`src/fault_pkg.sv`:
```
// Shared constants and carrier types for the fault frame and thermal supervisor
package fault_pkg;

	// ----------------------------------------
	// Sizes
	// ----------------------------------------
	localparam int NUM_CH = 2;
	localparam int NUM_PHASES = 4;
	localparam int FLAGS_PER_CH = 4;
	localparam int OC_CYCLE_LIMIT = 8;

	// ----------------------------------------
	// Timing
	// ----------------------------------------
	localparam int CLK_MHZ = 125;
	localparam int FRAME_PERIOD_US = 36;
	localparam int FRAME_CYCLES = FRAME_PERIOD_US * CLK_MHZ;
	localparam int PORTION_CYCLES = FRAME_CYCLES / 3;
	localparam int FLAG_SLOT_CYCLES = PORTION_CYCLES / FLAGS_PER_CH;
	localparam int CNT_W = 13;

	// ----------------------------------------
	// Flag positions inside one channel portion
	// ----------------------------------------
	localparam int FLAG_OC = 0;
	localparam int FLAG_OV = 1;
	localparam int FLAG_UV = 2;
	localparam int FLAG_OT = 3;

	// ----------------------------------------
	// Types
	// ----------------------------------------
	typedef struct packed {
		logic [NUM_PHASES-1:0] overcurrentTrip;
		logic [NUM_PHASES-1:0] phaseUsed;
		logic overVoltage;
		logic underVoltage;
		logic overTemp;
	} ch_fault_in_t;

	typedef logic [FLAGS_PER_CH-1:0] ch_flags_t;

	typedef enum logic [1:0] {
		FR_IDLE,
		FR_SEND
	} frame_state_t;

endpackage

```
`src/fault_frame_and_thermal_shutdown.sv`:
```
// Thermal shutdown supervisor and serial fault frame generator
//
// What this block does
// RULE_01 - Above upper thermal limit, shut chip down and float every PWM output.
// RULE_02 - Thermal detection armed only with valid regulator and any channel enable.
// RULE_03 - Below recovery limit, recover unaided and run a normal power-up.
// RULE_04 - Repeating fixed-period frame: alert portion plus one flag portion per channel.
// RULE_05 - Flags of faults that happened are high, others low.
// RULE_06 - Frames start when a fault confirms, stop after power-good returns.
// RULE_07 - A frame running when power-good returns is always finished.
// RULE_08 - Overcurrent confirmed when all used phases trip over nine consecutive cycles.
// RULE_09 - Order: alert, channel one flags, channel two flags, equal portions.
`timescale 1ns/1ps
module fault_frame_and_thermal_shutdown #(
	parameter int FRAME_CYCLES = fault_pkg::FRAME_CYCLES
) (
	input wire logic clk,
	input wire logic sys_rst,
	input wire logic internalRegulatorSupply,
	input wire logic channelOneEnable,
	input wire logic channelTwoEnable,
	input wire logic dieAboveUpper,
	input wire logic dieBelowRecovery,
	input wire logic [fault_pkg::NUM_CH-1:0] switchCycle,
	input wire fault_pkg::ch_fault_in_t chOne,
	input wire fault_pkg::ch_fault_in_t chTwo,
	input wire logic powerGoodIndication,
	output logic thermalShutdown,
	output logic powerUpRequest,
	output logic pwmOutEnableN,
	output logic [fault_pkg::NUM_CH-1:0] ocConfirmed,
	output logic faultOut,
	output logic frameActive
);

	localparam int PORTION = FRAME_CYCLES / 3;
	localparam int SLOT = PORTION / fault_pkg::FLAGS_PER_CH;

	// ----------------------------------------
	// Thermal shutdown
	// ----------------------------------------
	logic tsdArmed;
	assign tsdArmed = internalRegulatorSupply && (channelOneEnable || channelTwoEnable); // RULE_02

	always_ff @(posedge clk) begin
		if (sys_rst) begin
			thermalShutdown <= 1'b0;
		end else if (!thermalShutdown && tsdArmed && dieAboveUpper) begin
			thermalShutdown <= 1'b1; // RULE_01
		end else if (thermalShutdown && dieBelowRecovery) begin
			thermalShutdown <= 1'b0; // RULE_03
		end
	end

	// Output enable is active low: high floats the PWM pins
	always_ff @(posedge clk) begin
		if (sys_rst) begin
			pwmOutEnableN <= 1'b1;
		end else begin
			pwmOutEnableN <= thermalShutdown || (tsdArmed && dieAboveUpper); // RULE_01
		end
	end

	// One-cycle request to restart the power sequence after cooling
	always_ff @(posedge clk) begin
		if (sys_rst) begin
			powerUpRequest <= 1'b0;
		end else begin
			powerUpRequest <= thermalShutdown && dieBelowRecovery; // RULE_03
		end
	end

	// ----------------------------------------
	// Overcurrent confirmation per channel
	// ----------------------------------------
	fault_pkg::ch_fault_in_t chIn [fault_pkg::NUM_CH];
	assign chIn[0] = chOne;
	assign chIn[1] = chTwo;

	logic frameEnd;
	logic stopNow;

	genvar g;
	generate
		for (g = 0; g < fault_pkg::NUM_CH; g++) begin : gCh
			overcurrent_confirm #(
				.PHASES(fault_pkg::NUM_PHASES),
				.LIMIT(fault_pkg::OC_CYCLE_LIMIT)
			) uOc (
				.clk(clk),
				.sys_rst(sys_rst),
				.switchCycle(switchCycle[g]),
				.overcurrentTrip(chIn[g].overcurrentTrip),
				.phaseUsed(chIn[g].phaseUsed),
				.clear(stopNow),
				.confirmed(ocConfirmed[g])
			);
		end
	endgenerate

	// ----------------------------------------
	// Latched fault flags
	// ----------------------------------------
	fault_pkg::ch_flags_t flags_q [fault_pkg::NUM_CH];
	logic anyFault;

	generate
		for (g = 0; g < fault_pkg::NUM_CH; g++) begin : gFlag
			always_ff @(posedge clk) begin
				if (sys_rst) begin
					flags_q[g] <= '0;
				end else begin
					// Voltage and temperature sets win over the end-of-transmission clear; the overcurrent clear wins
					// Confirm level is stale at stop; a fresh one re-raises a cycle later
					flags_q[g][fault_pkg::FLAG_OC] <= (ocConfirmed[g] ||
						flags_q[g][fault_pkg::FLAG_OC]) && !stopNow; // RULE_05
					flags_q[g][fault_pkg::FLAG_OV] <= chIn[g].overVoltage ||
						(flags_q[g][fault_pkg::FLAG_OV] && !stopNow);
					flags_q[g][fault_pkg::FLAG_UV] <= chIn[g].underVoltage ||
						(flags_q[g][fault_pkg::FLAG_UV] && !stopNow);
					flags_q[g][fault_pkg::FLAG_OT] <= chIn[g].overTemp ||
						(flags_q[g][fault_pkg::FLAG_OT] && !stopNow);
				end
			end
		end
	endgenerate

	assign anyFault = (|flags_q[0]) || (|flags_q[1]) || thermalShutdown;

	// ----------------------------------------
	// Frame sequencer
	// ----------------------------------------
	fault_pkg::frame_state_t state_q;
	logic [fault_pkg::CNT_W-1:0] cnt_q;
	logic pgSeen_q;

	assign frameEnd = (state_q == fault_pkg::FR_SEND) &&
		(cnt_q == fault_pkg::CNT_W'(FRAME_CYCLES - 1));
	// Stop only at a frame boundary, never mid-frame
	assign stopNow = frameEnd && (pgSeen_q || powerGoodIndication); // RULE_07

	always_ff @(posedge clk) begin
		if (sys_rst) begin
			state_q <= fault_pkg::FR_IDLE;
		end else begin
			case (state_q)
				fault_pkg::FR_IDLE: begin
					if (anyFault) begin
						state_q <= fault_pkg::FR_SEND; // RULE_06
					end
				end
				fault_pkg::FR_SEND: begin
					if (stopNow) begin
						state_q <= fault_pkg::FR_IDLE; // RULE_06
					end
				end
				default: begin
					state_q <= fault_pkg::FR_IDLE;
				end
			endcase
		end
	end

	always_ff @(posedge clk) begin
		if (sys_rst || state_q != fault_pkg::FR_SEND || frameEnd) begin
			cnt_q <= '0;
		end else begin
			cnt_q <= cnt_q + fault_pkg::CNT_W'(1); // RULE_04
		end
	end

	// Power-good must be seen high while frames are being sent to end transmission
	always_ff @(posedge clk) begin
		if (sys_rst || state_q == fault_pkg::FR_IDLE || stopNow) begin
			pgSeen_q <= 1'b0;
		end else if (powerGoodIndication) begin
			pgSeen_q <= 1'b1; // RULE_06
		end
	end

	// ----------------------------------------
	// Serial output
	// ----------------------------------------
	logic faultBit;
	logic [fault_pkg::CNT_W-1:0] inPortion;
	logic [fault_pkg::CNT_W-1:0] slotIdx;

	always_comb begin
		faultBit = 1'b0;
		inPortion = '0;
		slotIdx = '0;
		if (state_q == fault_pkg::FR_SEND) begin
			if (cnt_q < fault_pkg::CNT_W'(PORTION)) begin
				faultBit = 1'b1; // RULE_09
			end else if (cnt_q < fault_pkg::CNT_W'(2 * PORTION)) begin
				inPortion = cnt_q - fault_pkg::CNT_W'(PORTION);
				slotIdx = inPortion / fault_pkg::CNT_W'(SLOT);
				if (slotIdx < fault_pkg::CNT_W'(fault_pkg::FLAGS_PER_CH)) begin
					faultBit = flags_q[0][slotIdx[1:0]]; // RULE_05
				end
			end else begin
				inPortion = cnt_q - fault_pkg::CNT_W'(2 * PORTION);
				slotIdx = inPortion / fault_pkg::CNT_W'(SLOT);
				if (slotIdx < fault_pkg::CNT_W'(fault_pkg::FLAGS_PER_CH)) begin
					faultBit = flags_q[1][slotIdx[1:0]]; // RULE_09
				end
			end
		end
	end

	always_ff @(posedge clk) begin
		if (sys_rst) begin
			faultOut <= 1'b0;
			frameActive <= 1'b0;
		end else begin
			faultOut <= faultBit; // RULE_04
			frameActive <= (state_q == fault_pkg::FR_SEND);
		end
	end

endmodule

```
`src/overcurrent_confirm.sv`:
```
// Per-channel overcurrent confirmation over consecutive switching cycles
`timescale 1ns/1ps
module overcurrent_confirm #(
	parameter int PHASES = fault_pkg::NUM_PHASES,
	parameter int LIMIT = fault_pkg::OC_CYCLE_LIMIT
) (
	input wire logic clk,
	input wire logic sys_rst,
	input wire logic switchCycle,
	input wire logic [PHASES-1:0] overcurrentTrip,
	input wire logic [PHASES-1:0] phaseUsed,
	input wire logic clear,
	output logic confirmed
);

	logic [4:0] run_q;
	logic allTrip;

	// Unused phases count as tripping so a single-phase rail still confirms
	assign allTrip = &(overcurrentTrip | ~phaseUsed) && (|phaseUsed);

	always_ff @(posedge clk) begin
		if (sys_rst || clear) begin
			run_q <= 5'h00;
		end else if (switchCycle) begin
			if (!allTrip) begin
				run_q <= 5'h00;
			end else if (run_q <= 5'(LIMIT)) begin
				run_q <= run_q + 5'h01;
			end
		end
	end

	// A fresh confirmation outranks the end-of-transmission clear
	always_ff @(posedge clk) begin
		if (sys_rst) begin
			confirmed <= 1'b0;
		end else if (switchCycle && allTrip && run_q >= 5'(LIMIT)) begin
			confirmed <= 1'b1; // RULE_08
		end else if (clear) begin
			confirmed <= 1'b0;
		end
	end

endmodule

```
`config.mk`:
```
export PLATFORM = sky130hd
export DESIGN_NAME = fault_frame_and_thermal_shutdown
export DESIGN_NICKNAME = d
export VERILOG_FILES = /design/src/fault_pkg.sv /design/src/fault_frame_and_thermal_shutdown.sv /design/src/overcurrent_confirm.sv
export SDC_FILE = /design/constraint.sdc
export NUM_CORES = 1
export LEC_CHECK = 0
export BUFFER_PORTS_ARGS = -buffer_cell sky130_fd_sc_hd__buf_2
export CAP_MARGIN = 30
export CORE_MARGIN = 1.5
export CORE_UTILIZATION = 30
export DETAILED_ROUTE_END_ITERATION = 8
export SLEW_MARGIN = 5
export SYNTH_ARGS = -nofsm -noshare
export SYNTH_HDL_FRONTEND = slang
export SYNTH_SLANG_ARGS = --single-unit
export TNS_END_PERCENT = 50
```
`constraint.sdc`:
```
create_clock -name clk -period 17 [get_ports clk]
set_clock_uncertainty 0.05 [all_clocks]
set_input_delay 2.55 -clock clk [delete_from_list [all_inputs] [get_ports clk]]
set_output_delay 2.55 -clock clk [all_outputs]
set_load 0.01 [all_outputs]
```
==> results_dict.tcl <==
set metrics [dict create \
    syn_area_um2 5578 \
    drive_gt1_share_pct 12.98 \
    fin_crit_sh_pct 46.29 \
    vias_per_cell 5.726 \
    fin_crit_ns 7.869 \
    overflow 0 \
    cp.depth 24 \
    path_max_fanout 24 \
    slew-limit-headroom_pct 39.47 \
    htree_levels 2 \
    p_seq_share_pct 47.8 \
    yosysTopAreaCellShare_pct 14.36 \
    reg2reg_from "cnt_q[2]$_SDFF_PP0_" \
    rsz0062_at_grt "no" \
    cts_sinks 40 \
    rows 49 \
    vias 5680 \
    fin_cells 992 \
    portBuffers 38 \
    syn_inst 754 \
    comb_power_share_pct 8.4 \
    slew_viol_final 0 \
    cts_tree "yes" \
    firstDrtPassIters 6 \
    postRouteWirelength_um 14950 \
    arrival_ns 8.01 \
    holdBufCountCts 0 \
    ys_seq_elements 40 \
    grt_pass1_vias 5238 \
    critPathKind "reg -> reg" \
    synth_edf_count 0 \
    p_sw_uw 50.08 \
    status "finished, final reports clean" \
    syn_nets 805 \
    dp_hpwl_um 11420 \
    vdd_drop_max_mv 0.03161 \
    yosys-top-cells-area "dfxtp_1 (14%), xnor2_1 (6.4%), nand2_1 (5.4%)" \
    setup_viol 0 \
    finalSetupTns_ns 0 \
    grt_first_pass_wirelength_um 25250 \
    end_kind "flip-flop" \
    fin_area_um2 5974 \
    clk_latency_ns 0.28 \
    clockBufferDepth 2 \
    required_ns 17.14 \
    p_leak_uw 0.002274 \
    numCtsBuffers 5 \
    power.internal_uw 158.7 \
    p_sw_share_pct 23.99 \
    areaGrowthSynthToFinish_pct 7.111 \
    grt_usage_pct 15.18 \
    cts-root-buf "clkbuf_16" \
    initial_core_util_pct 30.84 \
    yosys.area.top_type "dfxtp_1" \
    powerDensity_nw_per_um2 34.94 \
    crit_chain "ha_1 -> xnor2_2 -> o221ai_1 -> o31a_1 -> a211oi_1 -> nor3_1 -> a211o_1 -> or4_4 -> o21ai_4 -> mux2i_2 -> nand2_1 -> a32oi_2 -> and2_1 -> xnor2_1 -> ha_1 -> a21boi_0 -> a211o_1 -> or3_1 -> a31oi_1 -> o211ai_1 -> a22oi_2 -> o22ai_2 -> mux2_4 -> o311ai_1" \
    wl_per_cell_um 15.07 \
    synth-warning-count 0 \
    finalHoldViolCount 0 \
    boundaryPins 39 \
    die_w_um 139.4 \
    placed_area_um2 5829 \
    p_clk_share_pct 43.8 \
    gp_congestion 0.8702 \
    worst_slew_pin_slew_ns 0.9068 \
    drt_iter0_drc 428 \
    synth_ff_type "dfxtp_1" \
    fmax_mhz 127.1 \
    fin_hold_ws_ns 0.4403 \
    whs_path_depth 2 \
    seq_area_frac_synth_pct 14.36 \
    antenna_left 0 \
    dp.cells 984 \
    die_y_um 139.4 \
    syn_avg_cell_area_um2 7.398 \
    hold_class "reg -> reg" \
    startpoint "cnt_q[2]$_SDFF_PP0_" \
    critPathTopFamily "compound AO/OA/AOI/OAI gates" \
    hp-start "flags_q[0][0]$_SDFF_PP0_" \
    slowest_delay_ns 0.91 \
    core_area_um2 18090 \
    post_cts_buffers 0 \
    grt_max_degree 25 \
    clkSlewWorstSetupHoldPaths_ns 0.06 \
    remaining_drc_errors 0 \
    max_cap_violations 0 \
    yosysUniqueCellTypes 102 \
    n_antenna_cell 0 \
    cp-start-kind "flip-flop" \
    antenna_found_initial 0 \
    dieArea_um2 19420 \
    ys_async_sr_fraction_pct 0 \
    cts-resized-gates 0 \
    layout.nets 814 \
    crit_slowest_cell "dfxtp_1" \
    crit_buf_inv 0 \
    r2r_cells 24 \
]
==> logic make-up (layout without fill, tap and decap cells) <==
group	count (synthesis)	after routing	synth area share (%)
DFF	40	40	14.36
and+or+nand+nor	301	301	27.25
adders and majority gates	21	21	4.621
muxes	17	17	3.297
AOI/OAI and AO/OA	247	247	34.28
xor gates and xnor gates	59	59	9.937
buffers and inverters	69	78	6.258
==> final timing paths <==
kind / to / slack [ns]
worst max-delay path: faultOut$_SDFF_PP0_ / 9.13
worst min-delay path: flags_q[0][0]$_SDFF_PP0_ / 0.44
worst max register to register: faultOut$_SDFF_PP0_ / 9.13
worst min register to register: flags_q[0][0]$_SDFF_PP0_ / 0.44
==> worst min-delay path: cells and delay by family (launching register included) <==
family	cells	cell delay, ns
simple gates	2	0.12
flops	1	0.32
==> cells in the final DEF, fill, tap and decap left out, types with 15 or more instances in the layout <==
master	count
dfxtp_1	40
o21ai_0	32
nand2_1	80
inv_1	26
a21o_1	15
xnor2_1	41
nor2_1	78
nand3_1	23
o211ai_1	22
a31oi_1	19
buf_2	38
ha_1	19
nor3_1	22
a21oi_1	30
==> Yosys cell counts, drive strengths merged (11+ instances only) <==
cell type	count
o21ai	36
nand3	24
or3	11
and3	11
a211oi	14
a21o	15
xnor2	45
mux2i	12
a21oi	35
o211ai	24
xor2	14
dfxtp	40
nand2	81
buf	24
nor2	78
nor3	22
inv	26
clkbuf	14
nor4	11
a31oi	20
ha	19
==> power by group through the flow <==
stage	Clock, uW	Combinational [uW]	Sequential, uW
finish	91.4	17.5	99.9
global route	96.3	20.0	100
CTS	93.6	17.7	99.8
detailed placement	0	17.6	102
global placement	0	17.4	102
floorplan	0	10.7	101
==> area by class of cell <==
cell class / instances / area, um2
clock buffer: 5 / 125.1
sequential: 40 / 800.8
multi-input combinational: 645 / 4428
fill: 1921 / 12110
inverter: 31 / 116.4
clock inverter: 2 / 12.51
tap: 229 / 286.5
timing repair buffer: 40 / 205.2
==> routing by layer <==
| metal | global-route usage (%) | vias up | wire (um) |
|---|---|---|---|
| li1 | - | 2852 | - |
| met1 | 20.39 | 2659 | 7136 |
| met2 | 26.05 | 144 | 7068 |
| met3 | 0.9979 | 25 | 498 |
| met4 | 4.479 | 0 | 244 |
| met5 | 0 | - | 0 |
==> per-stage QoR <==
step                      util, %  setup slack, ns  power [uW]
after floorplan                 -            10.53       111.8
after global placement      32.23            9.438       119.4
after detailed placement    32.23            9.226       119.5
after CTS                   32.99            9.194       211.1
after global routing        33.03            8.514       216.6
final                       33.03            9.131       208.8
==> registers in the layout (all words and copies together), names as in the netlist <==
signal and count:
pgSeen_q 1, gCh.uOc.confirmed 2, flags_q 8, faultOut 1
gCh.uOc.run_q 10, cnt_q 13, thermalShutdown 1, powerUpRequest 1
state_q 1, frameActive 1, pwmOutEnableN 1
No activity file was read; power rests on OpenSTA's default activity.
